<file path="src/core/port_pkg.sv">
package port_pkg;

    ////////////////////////////////////////////////////////////////////////////////
    // Operating modes, captured from the mode straps while reset is held.
    typedef enum logic [1:0] {
        MODE_SINGLE_CHIP,
        MODE_EXPANDED,
        MODE_BOOTSTRAP,
        MODE_TEST
    } mode_e;

    ////////////////////////////////////////////////////////////////////////////////
    // Register select codes for the write port; other codes are ignored.
    localparam logic [3:0] SEL_TIMER_PORT_DATA = 4'h0;
    localparam logic [3:0] SEL_TIMER_PORT_DIRECTION = 4'h1;
    localparam logic [3:0] SEL_HIGH_ADDRESS_PORT_DATA = 4'h2;
    localparam logic [3:0] SEL_DATA_BUS_PORT_DATA = 4'h3;
    localparam logic [3:0] SEL_DATA_BUS_PORT_DIRECTION = 4'h4;
    localparam logic [3:0] SEL_SERIAL_PORT_DATA = 4'h5;
    localparam logic [3:0] SEL_SERIAL_PORT_DIRECTION = 4'h6;
    localparam logic [3:0] SEL_LOW_ADDRESS_PORT_DATA = 4'h7;
    localparam logic [3:0] SEL_CHIP_SELECT_PORT_DATA = 4'h8;
    localparam logic [3:0] SEL_CHIP_SELECT_PORT_DIRECTION = 4'h9;

    ////////////////////////////////////////////////////////////////////////////////
    // Values after reset, and the fill for the low four chip-select bits.
    localparam logic [7:0] PORT8_RESET = 8'h00;
    localparam logic [5:0] PORT6_RESET = 6'h00;
    localparam logic [3:0] CS_FIELD_LSB_PAD = 4'h0;

    ////////////////////////////////////////////////////////////////////////////////
    // Carriers.
    typedef struct packed {
        logic [7:0] val;
        logic [7:0] oe;
    } pin8_s;

    typedef struct packed {
        logic [5:0] val;
        logic [5:0] oe;
    } pin6_s;

    typedef struct packed {
        logic wr;
        logic [3:0] sel;
        logic [7:0] data;
    } reg_write_s;

    typedef struct packed {
        mode_e mode;
        logic [7:0] timer_data;
        logic [7:0] timer_dir;
        logic [7:0] high_addr_data;
        logic [7:0] bus_data;
        logic [7:0] bus_dir;
        logic [5:0] serial_data;
        logic [5:0] serial_dir;
        logic [7:0] low_addr_data;
        logic [7:0] cs_data;
        logic [7:0] cs_dir;
        pin8_s timer_pin;
        pin8_s bus_pin;
        pin6_s serial_pin;
        pin8_s cs_pin;
        logic [7:0] high_addr_pin;
        logic [7:0] low_addr_pin;
        logic [7:0] timer_rd;
        logic [7:0] bus_rd;
        logic [5:0] serial_rd;
        logic [7:0] analog_rd;
        logic [7:0] cs_rd;
    } state_s;

    ////////////////////////////////////////////////////////////////////////////////
    // Modes in which the address and data-bus ports belong to software.
    function automatic logic single_chip_like(input mode_e m);
        single_chip_like = (m == MODE_SINGLE_CHIP) || (m == MODE_BOOTSTRAP);
    endfunction : single_chip_like

    // Output bits read back the latch, input bits the pin level.
    function automatic logic [7:0] readback(input logic [7:0] dir, input logic [7:0] latch,
                                            input logic [7:0] pin);
        readback = (dir & latch) | (~dir & pin);
    endfunction : readback

endpackage : port_pkg

</file>
<file path="src/core/parallel_ports.sv">
// Notes on behaviour
// - Reads: inputs give pin, outputs give latch.
// - Timer writes latch; pin follows if output.
// - Output compare owns pin; writes leave it.
// - Reset gives inputs; direction rules without timer.
// - High port: outputs, or high address expanded.
// - High read gives latch; drives in single-chip.
// - Data-bus port: I/O, or external data bus.
// - Data-bus port out of reset follows mode.
// - Data-bus latch drives only output, single-chip.
// - Open drain: zero drives low, one floats.
// - Data-bus open drain only in single-chip modes.
// - Serial port: six bits, shared with serial.
// - Serial latch reaches pin only as output.
// - Serial open drain works in every mode.
// - Low port: outputs, or low address expanded.
// - Low read always returns the latch.
// - Chip-select port: upper four carry selects when expanded.
// - Chip-select open drain works in every mode.
// - Reset: inputs float, data registers cleared.
module parallel_ports (
    input wire logic sys_clk_in,
    input wire logic srst_in,
    input wire logic [1:0] mode_strap_in,
    input port_pkg::reg_write_s reg_write_in,
    input wire logic data_bus_open_drain_in,
    input wire logic serial_open_drain_in,
    input wire logic chip_select_open_drain_in,
    input wire logic [7:0] timer_oc_en_in,
    input wire logic [7:0] timer_oc_val_in,
    input wire logic [7:0] ext_address_high_in,
    input wire logic [7:0] ext_address_low_in,
    input wire logic [7:0] ext_bus_data_in,
    input wire logic ext_bus_drive_in,
    input wire logic [5:0] serial_alt_en_in,
    input wire logic [5:0] serial_alt_val_in,
    input wire logic [5:0] serial_alt_oe_in,
    input wire logic [3:0] chip_select_en_in,
    input wire logic [3:0] chip_select_val_in,
    input wire logic [7:0] timer_pin_in,
    input wire logic [7:0] data_bus_pin_in,
    input wire logic [5:0] serial_pin_in,
    input wire logic [7:0] analog_pin_in,
    input wire logic [7:0] chip_select_pin_in,
    output port_pkg::pin8_s timer_pin_out,
    output port_pkg::pin8_s data_bus_pin_out,
    output port_pkg::pin6_s serial_pin_out,
    output port_pkg::pin8_s chip_select_pin_out,
    output logic [7:0] high_address_pin_out,
    output logic [7:0] low_address_pin_out,
    output logic [7:0] timer_port_data_out,
    output logic [7:0] timer_port_direction_out,
    output logic [7:0] high_address_port_data_out,
    output logic [7:0] data_bus_port_data_out,
    output logic [7:0] data_bus_port_direction_out,
    output logic [5:0] serial_port_data_out,
    output logic [5:0] serial_port_direction_out,
    output logic [7:0] analog_input_port_data_out,
    output logic [7:0] low_address_port_data_out,
    output logic [7:0] chip_select_port_data_out,
    output logic [7:0] chip_select_port_direction_out,
    output port_pkg::mode_e mode_out
);

    port_pkg::state_s state_q;
    port_pkg::state_s state_d;

    logic single_like;
    logic [7:0] timer_val;
    logic [7:0] timer_oe;
    logic [7:0] bus_val;
    logic [7:0] bus_oe;
    logic [5:0] serial_val;
    logic [5:0] serial_oe;
    logic [7:0] cs_val;
    logic [7:0] cs_oe;
    logic [7:0] cs_alt_en;
    logic [7:0] serial_rd_wide;

    assign single_like = port_pkg::single_chip_like(state_q.mode);
    // Selects are only offered while the external bus is in use.
    assign cs_alt_en = {chip_select_en_in & {4{~single_like}}, port_pkg::CS_FIELD_LSB_PAD};
    // The shared read-back helper is eight bits wide, so the serial port pads up and keeps the low six.
    assign serial_rd_wide = port_pkg::readback({2'h0, state_q.serial_dir}, {2'h0, state_q.serial_data},
                                               {2'h0, serial_pin_in});

    ////////////////////////////////////////////////////////////////////////////////
    // Pin drivers for the bidirectional ports.

    // Output compares drive their pins, so the latch has no path out for those bits.
    port_pin_driver #(
        .WIDTH(8)
    ) u_timer_drv (
        .latch_in(state_q.timer_data),
        .dir_in(state_q.timer_dir),
        .alt_en_in(timer_oc_en_in),
        .alt_val_in(timer_oc_val_in),
        .alt_oe_in(8'hFF),
        .gp_en_in(1'b1),
        .open_drain_in(1'b0),
        .val_out(timer_val),
        .oe_out(timer_oe)
    );

    // In expanded and test modes the external bus owns every data-bus pin.
    port_pin_driver #(
        .WIDTH(8)
    ) u_bus_drv (
        .latch_in(state_q.bus_data),
        .dir_in(state_q.bus_dir),
        .alt_en_in({8{~single_like}}),
        .alt_val_in(ext_bus_data_in),
        .alt_oe_in({8{ext_bus_drive_in}}),
        .gp_en_in(single_like),
        .open_drain_in(data_bus_open_drain_in & single_like),
        .val_out(bus_val),
        .oe_out(bus_oe)
    );

    port_pin_driver #(
        .WIDTH(6)
    ) u_serial_drv (
        .latch_in(state_q.serial_data),
        .dir_in(state_q.serial_dir),
        .alt_en_in(serial_alt_en_in),
        .alt_val_in(serial_alt_val_in),
        .alt_oe_in(serial_alt_oe_in),
        .gp_en_in(1'b1),
        .open_drain_in(serial_open_drain_in),
        .val_out(serial_val),
        .oe_out(serial_oe)
    );

    port_pin_driver #(
        .WIDTH(8)
    ) u_cs_drv (
        .latch_in(state_q.cs_data),
        .dir_in(state_q.cs_dir),
        .alt_en_in(cs_alt_en),
        .alt_val_in({chip_select_val_in, port_pkg::CS_FIELD_LSB_PAD}),
        .alt_oe_in(8'hFF),
        .gp_en_in(1'b1),
        .open_drain_in(chip_select_open_drain_in),
        .val_out(cs_val),
        .oe_out(cs_oe)
    );

    ////////////////////////////////////////////////////////////////////////////////
    // Next state.
    always_comb begin
        state_d = state_q;

        if (reg_write_in.wr) begin
            unique case (reg_write_in.sel)
                // The latch takes the write even while a compare owns the pin.
                port_pkg::SEL_TIMER_PORT_DATA: begin
                    state_d.timer_data = reg_write_in.data;
                end
                port_pkg::SEL_TIMER_PORT_DIRECTION: begin
                    state_d.timer_dir = reg_write_in.data;
                end
                port_pkg::SEL_HIGH_ADDRESS_PORT_DATA: begin
                    state_d.high_addr_data = reg_write_in.data;
                end
                port_pkg::SEL_DATA_BUS_PORT_DATA: begin
                    state_d.bus_data = reg_write_in.data;
                end
                port_pkg::SEL_DATA_BUS_PORT_DIRECTION: begin
                    state_d.bus_dir = reg_write_in.data;
                end
                port_pkg::SEL_SERIAL_PORT_DATA: begin
                    state_d.serial_data = reg_write_in.data[5:0];
                end
                port_pkg::SEL_SERIAL_PORT_DIRECTION: begin
                    state_d.serial_dir = reg_write_in.data[5:0];
                end
                port_pkg::SEL_LOW_ADDRESS_PORT_DATA: begin
                    state_d.low_addr_data = reg_write_in.data;
                end
                port_pkg::SEL_CHIP_SELECT_PORT_DATA: begin
                    state_d.cs_data = reg_write_in.data;
                end
                port_pkg::SEL_CHIP_SELECT_PORT_DIRECTION: begin
                    state_d.cs_dir = reg_write_in.data;
                end
                default: begin
                    state_d.cs_dir = state_q.cs_dir;
                end
            endcase
        end

        state_d.timer_pin.val = timer_val;
        state_d.timer_pin.oe = timer_oe;
        state_d.bus_pin.val = bus_val;
        state_d.bus_pin.oe = bus_oe;
        state_d.serial_pin.val = serial_val;
        state_d.serial_pin.oe = serial_oe;
        state_d.cs_pin.val = cs_val;
        state_d.cs_pin.oe = cs_oe;

        // Output-only ports drive at all times; only the source changes with mode.
        state_d.high_addr_pin = single_like ? state_q.high_addr_data : ext_address_high_in;
        state_d.low_addr_pin = single_like ? state_q.low_addr_data : ext_address_low_in;

        state_d.timer_rd = port_pkg::readback(state_q.timer_dir, state_q.timer_data, timer_pin_in);
        state_d.bus_rd = port_pkg::readback(state_q.bus_dir, state_q.bus_data, data_bus_pin_in);
        state_d.serial_rd = serial_rd_wide[5:0];
        state_d.cs_rd = port_pkg::readback(state_q.cs_dir, state_q.cs_data, chip_select_pin_in);
        // No guard against the converter's sample phase; software keeps clear of it.
        state_d.analog_rd = analog_pin_in;

        // Straps are caught while reset is held so the mode is steady on release.
        if (srst_in) begin
            state_d = '0;
            state_d.mode = port_pkg::mode_e'(mode_strap_in);
            state_d.timer_data = port_pkg::PORT8_RESET;
            state_d.timer_dir = port_pkg::PORT8_RESET;
            state_d.high_addr_data = port_pkg::PORT8_RESET;
            state_d.bus_data = port_pkg::PORT8_RESET;
            state_d.bus_dir = port_pkg::PORT8_RESET;
            state_d.serial_data = port_pkg::PORT6_RESET;
            state_d.serial_dir = port_pkg::PORT6_RESET;
            state_d.low_addr_data = port_pkg::PORT8_RESET;
            state_d.cs_data = port_pkg::PORT8_RESET;
            state_d.cs_dir = port_pkg::PORT8_RESET;
        end
    end

    always_ff @(posedge sys_clk_in) begin
        state_q <= state_d;
    end

    ////////////////////////////////////////////////////////////////////////////////
    // Outputs, each straight from a flip-flop of the state.
    assign timer_pin_out = state_q.timer_pin;
    assign data_bus_pin_out = state_q.bus_pin;
    assign serial_pin_out = state_q.serial_pin;
    assign chip_select_pin_out = state_q.cs_pin;
    assign high_address_pin_out = state_q.high_addr_pin;
    assign low_address_pin_out = state_q.low_addr_pin;
    assign timer_port_data_out = state_q.timer_rd;
    assign timer_port_direction_out = state_q.timer_dir;
    assign high_address_port_data_out = state_q.high_addr_data;
    assign data_bus_port_data_out = state_q.bus_rd;
    assign data_bus_port_direction_out = state_q.bus_dir;
    assign serial_port_data_out = state_q.serial_rd;
    assign serial_port_direction_out = state_q.serial_dir;
    assign analog_input_port_data_out = state_q.analog_rd;
    assign low_address_port_data_out = state_q.low_addr_data;
    assign chip_select_port_data_out = state_q.cs_rd;
    assign chip_select_port_direction_out = state_q.cs_dir;
    assign mode_out = state_q.mode;

endmodule : parallel_ports

</file>
<file path="src/core/port_pin_driver.sv">
module port_pin_driver #(
    parameter int WIDTH = 8
) (
    input wire logic [WIDTH-1:0] latch_in,
    input wire logic [WIDTH-1:0] dir_in,
    input wire logic [WIDTH-1:0] alt_en_in,
    input wire logic [WIDTH-1:0] alt_val_in,
    input wire logic [WIDTH-1:0] alt_oe_in,
    input wire logic gp_en_in,
    input wire logic open_drain_in,
    output logic [WIDTH-1:0] val_out,
    output logic [WIDTH-1:0] oe_out
);

    ////////////////////////////////////////////////////////////////////////////////
    // An alternate function owns its pin outright; otherwise the direction bit decides.
    always_comb begin
        logic v;
        logic e;
        v = 1'b0;
        e = 1'b0;
        val_out = '0;
        oe_out = '0;
        for (int i = 0; i < WIDTH; i++) begin
            if (alt_en_in[i]) begin
                v = alt_val_in[i];
                e = alt_oe_in[i];
            end else begin
                v = latch_in[i];
                e = gp_en_in & dir_in[i];
            end
            // Open drain keeps the low-side driver only, so a one floats the pin.
            val_out[i] = v & ~open_drain_in;
            oe_out[i] = e & ~(open_drain_in & v);
        end
    end

endmodule : port_pin_driver

</file>
<file path="config.mk">
export PLATFORM = sky130hd
export DESIGN_NAME = parallel_ports
export DESIGN_NICKNAME = d
export VERILOG_FILES = /design/src/core/port_pkg.sv /design/src/core/parallel_ports.sv /design/src/core/port_pin_driver.sv
export SDC_FILE = /design/constraint.sdc
export NUM_CORES = 1
export LEC_CHECK = 0
export ABC_AREA = 1
export BUFFER_PORTS_ARGS = -buffer_cell sky130_fd_sc_hd__buf_2
export CORE_MARGIN = 2
export CORE_UTILIZATION = 54
export CTS_BUF_LIST = sky130_fd_sc_hd__clkbuf_4 sky130_fd_sc_hd__clkbuf_8 sky130_fd_sc_hd__clkbuf_16
export DETAILED_ROUTE_END_ITERATION = 16
export GPL_TIMING_DRIVEN = 0
export PLACE_DENSITY = 0.94
export SLEW_MARGIN = 30
export SYNTH_ARGS = -nofsm -noshare
export SYNTH_HDL_FRONTEND = slang
export SYNTH_SLANG_ARGS = --single-unit
</file>
<file path="constraint.sdc">
create_clock -name sys_clk_in -period 2.6 [get_ports sys_clk_in]
set_input_delay 0.52 -clock sys_clk_in [delete_from_list [all_inputs] [get_ports sys_clk_in]]
set_output_delay 0.52 -clock sys_clk_in [all_outputs]
set_load 0.02 [all_outputs]
</file>
==> key figures, run 1 <==
Timing
  • Setup ws final: 0.840 ns
  • Max_slew headroom: 53.0%
  • Slew @ Worst Pin: 0.705 ns
  • RSZ-0062 raised after global routing: no
  • Setup Total Neg Slack: 0 ns
  • Final setup fails: 0
  • Hold violation count in the final report: 0
  • Clock Skews: 0.00999 ns
  • Final Slew Violations: 0
  • Highest clock rate: 568 MHz
  • Final Critical Period: 1.76 ns
  • Fin crit share: 67.7%

Synthesis
  • Yosys reg bits: 192
  • Synthesized area per cell: 7.57 µm²
  • Post-synthesis xor/xnor area fraction: 0%
  • Simple-gate share of the synthesized area: 23.9%
  • Mapped cell area: 8200 µm²
  • Synth cell types: 21
  • Synth warn: 0
  • Adder-cell share of the synthesized area: 0%
  • Post-Synthesis Net Count: 1209
  • Mapped Cells: 1084
  • Mux cell area share after synthesis: 0%
  • Post-synthesis compound-gate area fraction: 8.45%
  • Largest family of logic cells by synthesized area: simple AND/OR/NAND/NOR gates
  • Seq/Total Area, Yosys: 47.1%

Pwr
  • Clock power share: 38.2%
  • Sw frac: 27.1%
  • NetSw: 1.75 mW
  • P per Cell Area: 620 nW/µm²
  • VDD IR-drop max: 413 µV
  • Internal power: 4.72 mW
  • Comb pwr share: 13.6%
  • Sequential share of power: 48.2%
  • Leak: 5.54 nW

Die
  • Starting Density: 54.6%
  • Io pins: 287
  • Die X: 127 µm
  • Die Ht: 127 µm
  • Die outline area: 16200 µm²
  • Placement Rows: 45
  • CORE AREA: 15000 µm²

CTS
  • Post-CTS Setup Bufs: 0
  • Clock latency on the worst-skew pair: 0.44 ns
  • Clk sinks: 192
  • CTS Buf Count: 17
  • H-Tree Depth: 4
  • Hold-fix buffers, CTS: 0
  • Root buf cell: clkbuf_16
  • CTS tree: done
  • Clock buffer depth: 2
  • Post_cts resized: 0
  • Clock-pin slew on the worst setup and hold paths: 0.07 ns

Route
  • Wire per inst: 13.8 µm
  • DR pass1 iterations: 7
  • Initial DRC count: 717
  • Vias per inst: 4.83
  • Via Count: 7689
  • # DRC: 0
  • WL final: 22.0 mm
  • Routed Antenna Nets: 0

GRT
  • All-layer global routing usage: 26.9%
  • GRT Residual Overflow: 0
  • First-pass GRT wire length: 34.2 mm
  • Vias in the first global route: 7150
  • Largest net degree at the start of global routing: 19
  • Initial antenna violation count: 3

Worst hold path
  • Worst hold path class: in -> reg

Place
  • Dpl ws: 0.419 ns
  • HPWL after detailed placement: 16.7 mm
  • Port Buf Inserts: 286
  • GP Congestion: 0.889

Layout
  • Util after Layout: 69.4%
  • Reg area: 3860 µm²
  • Layout cells sized above 1: 36.2%
  • NumNets Final: 1514
  • Fillers: 1179
  • Layout area overhead: 27.2%
  • Multi-input gate area: 2660 µm²

Setup path
  • Maximum fanout along the worst path: 5
  • CP arrival: 1.24 ns
  • Slowest CP cell: dfxtp_1
  • Buf+Inv Stages, Crit Path: 2
  • CP endpoint kind: output pin
  • Worst setup path category: reg -> out
  • CP required: 2.08 ns
  • CP Launch Type: register
  • Critical Path Max Stage Delay: 0.48 ns
  • CP delay by family, top: flip-flops
  • Crit-path cells: buf_4, buf_2

Job
  • Max cap viols: 0

Status
  • Run status: complete, no violations
## routing by layer
metal  vias up  global-route usage [%]  part of all wire, %
li1       3806                       -                    -
met1      3464                    31.6                   41
met2       358                    46.0                   49
met3        59                    7.41                  7.2
met4         2                    12.1                  3.2
met5         -                       0                0.059
## metrics by stage
stage / instances / hold WS (ns) / power, mW / area, µm²
finish: 1592 / 0.270 / 6.47 / 10400
global route: 1590 / 0.258 / 6.71 / 10400
CTS: 1590 / 0.261 / 6.50 / 10400
detailed placement: 1558 / 0.474 / 4.06 / 9870
global placement: 1558 / 0.466 / 4.04 / 9870
floorplan: 1084 / 0.444 / 3.74 / 8200
## cells in the mapped netlist, drive strengths merged
library cell	number	area (µm²)
buf	182	1340
o21ai	78	390
nor2	275	1080
nand2	190	716
dfxtp	190	3800
a211oi	5	37.5
o21a	4	30.0
nand3	4	62.6
a21oi	47	235
clkbuf	16	60.1
nand4	16	100
edfxtp	2	60.1
clkinv	2	7.51
inv	73	274
## layout by cell type (no fill, tap or decap)
cell and instances:
clkbuf_16 17, nor2_1 268, nor2_4 7, inv_6 4
o21a_1 4, nand4_1 16, inv_1 72, buf_4 169
a211oi_1 5, inv_8 3, nand2_2 1, buf_2 292
clkinv_4 2, inv_4 1, buf_1 5, clkinv_1 2
o21ai_0 78, diode_2 2, nand3_4 3, edfxtp_1 2
buf_6 2, clkinv_2 1, clkbuf_1 16, nand2_1 189
a21oi_1 47, inv_2 1, clkbuf_8 1, dfxtp_1 190
nand3_2 1, clkinvlp_4 3
## flip-flops by register name, indices dropped and copies added, names as in the netlist, 12 cells and up
signal	flops
data_bus_pin_out	16
serial_pin_out	12
state_q	30
chip_select_pin_out	16
timer_pin_out	16
## cells by family (layout without fill, tap and decap cells)
group	count (synthesis)	after routing
AOI/OAI and AO/OA	134	134
buffers and inverters	273	591
DFF	192	192
other	0	2
and+or+nand+nor	485	485
## cell type report
class,count,area share (%)
Antenna cell,2,0.0480
Buffer,198,13.4
Clock buffer,18,4.21
Clock inverter,14,1.15
Inverter,75,2.70
Multi-Input combinational cell,619,25.5
Sequential cell,192,37.0
Tap cell,188,2.25
Timing Repair Buffer,286,13.7
## power by group through the flow
stage          clock network [mW]  registers (mW)  logic (mW)
2_1_floorplan                   0            3.17       0.573
3_3_place_gp                    0            3.18       0.855
3_5_place_dp                    0            3.19       0.873
4_1_cts                      2.50            3.12       0.880
5_1_grt                      2.62            3.13       0.965
6_report                     2.47            3.12       0.881
## path summary, 6_finish.rpt
kind                                                     start                              to  slack (ns)  depth (start not counted)
worst max-delay path            data_bus_port_direction_out[6]  data_bus_port_direction_out[6]        0.84                          2
worst min-delay path                          mode_strap_in[0]                     mode_out[0]        0.27                          1
worst max register to register                     mode_out[0]             data_bus_pin_out[6]        1.08                          5
worst min register to register                    state_q[123]          chip_select_pin_out[9]        0.48                          2
Power figures use the tool's default switching activity.
==> inputs of run 2 (changes only) <==
- ABC_AREA: 1 -> 0
- CORE_UTILIZATION: 54 -> 50
- PLACE_DENSITY: 0.94 -> 0.89
- clock period: 2.6 -> 1.7 ns (I/O delays scaled with it)
==> run 2 against run 1 <==
First-iteration DRC count is 67% lower. Count of clock-buffer cells in the layout unchanged. Via count fell by 17%. Total power is 62% higher. Synthesized area grew 0.21%. Cell count shrank 15%. Utilization down 3.1 points.
==> key figures, run 2 <==
Synthesis
  • Count leader, synth: dfxtp_1
  • Seq/Total Area, Yosys: 47.0% (-0.10 points)
  • Area leader, netlist: dfxtp_1
  • Yosys reg bits: 192 (unchanged)
  • Synth warn: 0 (unchanged)
  • Synth cell types: 28 (+33%)
  • Async SR Flop Fraction: 0% (unchanged)
  • Top_reg_cell synth: dfxtp_1
  • Post-Synthesis Net Count: 942 (-22%)
  • EDFF count, synth: 2 (unchanged)
  • Top cell type's share of synthesized area: 46.3% (-0.099 points)
  • Mapped cell area: 8220 µm² (+0.21%)
  • Mapped Cells: 817 (-25%)
  • Commonest cells post-synth: 190 x dfxtp_1, 165 x buf_4, 146 x mux2i_1
  • Synthesized area per cell: 10.1 µm² (+33%)
  • Synth area leaders: dfxtp_1 46%, mux2i_1 18%, buf_4 15%

Die
  • Placement Rows: 46 (+2.2%)
  • Die Ht: 132 µm (+3.9%)
  • Die X: 132 µm (+3.9%)
  • CORE AREA: 16000 µm² (+6.4%)
  • Io pins: 287 (unchanged)
  • Starting Density: 51.4% (-3.2 points)
  • Die outline area: 17500 µm² (+8.0%)

Timing
  • Fin crit share: 93.1%
  • Clock Skews: 0.00731 ns (-0.00268 ns)
  • Final Critical Period: 1.58 ns
  • Slew @ Worst Pin: 0.667 ns (-0.0375 ns)
  • Max_slew headroom: 55.5% (+2.5 points)
  • Highest clock rate: 632 MHz
  • Setup Total Neg Slack: 0 ns (unchanged)
  • Hold violation count in the final report: 0 (unchanged)
  • Final setup fails: 0 (unchanged)
  • RSZ-0062 raised after global routing: no
  • WHS: 0.0970 ns (-0.173 ns)
  • Final Slew Violations: 0 (unchanged)

Route
  • Wire per inst: 16.2 µm (+17%)
  • Via Count: 6392 (-17%)
  • Routed Antenna Nets: 0 (unchanged)
  • WL final: 22.0 mm (-0.22%)
  • Initial DRC count: 235 (-67%)
  • # DRC: 0 (unchanged)
  • DR pass1 iterations: 4 (-3)
  • Vias per inst: 4.72 (-2.2%)

GRT
  • GRT Max-Usage Layer: met2
  • Vias in the first global route: 6444 (-9.9%)
  • Initial antenna violation count: 5 (+2)
  • M3 GR Usage: 5.77% (-1.6 points)
  • GRT met2 Usage: 44.2% (-1.7 points)
  • Largest net degree at the start of global routing: 18 (-1)
  • First-pass GRT wire length: 33.5 mm (-2.2%)
  • All-layer global routing usage: 24.6% (-2.3 points)
  • M1 GR Usage: 28.3% (-3.3 points)
  • GRT Residual Overflow: 0 (unchanged)

Worst hold path
  • WHS Endpoint: mode_out[1]
  • Worst hold path class: in -> reg
  • Hold depth: 1 (unchanged)
  • Worst Hold Launch: mode_strap_in[1]

Pwr
  • P per Cell Area: 991 nW/µm² (+60%)
  • Leak: 5.66 nW (+2.0%)
  • VDD IR-drop max: 675 µV (+63%)

Setup path
  • Critical Path Max Stage Delay: 0.50 ns (+0.02 ns)
  • Worst reg2reg startpoint: mode_out[0]
  • CP delay by family, top: flip-flops
  • CP endpoint kind: output pin
  • R2R Setup Slk: 0.13 ns (-0.95 ns)
  • Crit-path cells: buf_4, buf_2
  • CP required: 1.36 ns (-0.72 ns)
  • CP arrival: 1.24 ns (about the same)
  • Slowest CP cell: edfxtp_1
  • Worst setup path category: reg -> out
  • R2R cell count: 3 (-2)
  • Maximum fanout along the worst path: 5 (unchanged)
  • Buf+Inv Stages, Crit Path: 2 (unchanged)
  • Critical path depth: 2 (unchanged)
  • CP Launch Type: register
  • FF-to-FF End: data_bus_pin_out[0]

Status
  • Run status: complete, no violations

CTS
  • CTS Buf Count: 17 (unchanged)
  • Clock-pin slew on the worst setup and hold paths: 0.07 ns (about the same)
  • Clock buffer depth: 2 (unchanged)
  • Clk sinks: 192 (unchanged)
  • CTS tree: done
  • H-Tree Depth: 4 (unchanged)
  • Post_cts resized: 0 (unchanged)
  • Clock latency on the worst-skew pair: 0.42 ns (-0.02 ns)
  • Hold-fix buffers, CTS: 0 (unchanged)
  • Root buf cell: clkbuf_16
  • Post-CTS Setup Bufs: 0 (unchanged)

Job
  • Max cap viols: 0 (unchanged)

Place
  • HPWL after detailed placement: 16.4 mm (-1.8%)
  • Port Buf Inserts: 284 (-0.70%)
  • GP Congestion: 0.774 (-13%)

Layout
  • Most frequent cells in the layout: 300 x buf_2, 190 x dfxtp_1, 165 x buf_4, 146 x mux2i_1, 90 x nor2_1
  • Most common cell after layout, fill and taps aside: buf_2
  • Layout cells sized above 1: 45.4% (+9.1 points)
  • NumNets Final: 1245 (-18%)
  • Max FFs per register: 30 (unchanged)
  • Layout area overhead: 29.0%
  • Biggest register: state_q
  • Fillers: 1317 (+12%)
## run 2: cell count changes after synthesis, moves of 14 or more
| cell | before | now |
|---|---|---|
| nor2b_1 | 0 | 14 |
| a21oi_1 | 47 | 24 |
| inv_1 | 72 | 1 |
| nand4_1 | 16 | 0 |
| nand2b_1 | 0 | 84 |
| mux2i_1 | 0 | 146 |
| nand2_1 | 189 | 13 |
| nor2_1 | 268 | 90 |
| o21ai_0 | 78 | 0 |
## run 2: layout make-up
type                    count  area (µm²)  share of cell area (%)
flip-flops and latches    192        3860                    36.4
multi-input cells         423        2950                    27.8
repair buffers            284        1420                    13.4
plain buffers             201        1400                    13.2
clock buffers              18         433                    4.08
well taps                 216         270                    2.55
clock inverters            14         250                    2.36
diodes                      4        10.0                  0.0944
inverters                   1        3.75                  0.0354
## run 2: worst max-delay path by stage
stage | endpoint | slack (ns) | start
floorplan | state_q[158] | 0.54 | reg_write_in[11]
global placement | timer_pin_out[7] | -0.05 | srst_in
detailed placement | timer_pin_out[7] | -0.05 | srst_in
CTS | mode_out[0] | 0.09 | mode_out[0]
global route | data_bus_pin_out[4] | 0.05 | mode_out[0]
finish | mode_out[0] | 0.12 | mode_out[0]
## run 2: power by group
part           switching [mW]  total (mW)  internal [mW]
clock                    1.81        4.62           2.82
sequential             0.0660        4.72           4.65
combinational           0.618        1.17          0.548
total                    2.49        10.5           8.02
## run 2: worst reg2reg max path: stages, from the launching register on
cell	delay, ns
edfxtp_1	0.48
clkbuf_1	0.50
nand2_1	0.30
a21oi_1	0.22
## run 2: per-stage QoR
step / utilization (%) / setup WS (ns) / cell area, µm² / total power [mW] / std cells
detailed placement: 61.9 / -0.0464 / 9910 / 5.99 / 1317
global placement: 61.9 / -0.0487 / 9910 / 5.97 / 1317
floorplan: - / 0.536 / 8220 / 5.55 / 817
global route: 66.3 / 0.0482 / 10600 / 10.9 / 1353
finish: 66.3 / 0.117 / 10600 / 10.5 / 1353
CTS: 66.2 / 0.0933 / 10600 / 10.6 / 1349
## run 2: routing by layer
| layer | up-vias | part of all wire, % |
|---|---|---|
| met5 | - | 0.059 |
| met4 | 2 | 1.7 |
| met3 | 26 | 6.2 |
| met2 | 218 | 51 |
| met1 | 3038 | 41 |
| li1 | 3108 | - |
## run 2: cells by family (layout without fill, tap and decap cells)
family | after synthesis | after routing | synth area share, %
AO/OA/AOI/OAI | 28 | 28 | 1.83
AND/OR/NAND/NOR | 249 | 249 | 16.3
buffers and inverters | 202 | 518 | 17.1
multiplexers | 146 | 146 | 17.8
other | 0 | 4 | 0
flip-flops | 192 | 192 | 47.0
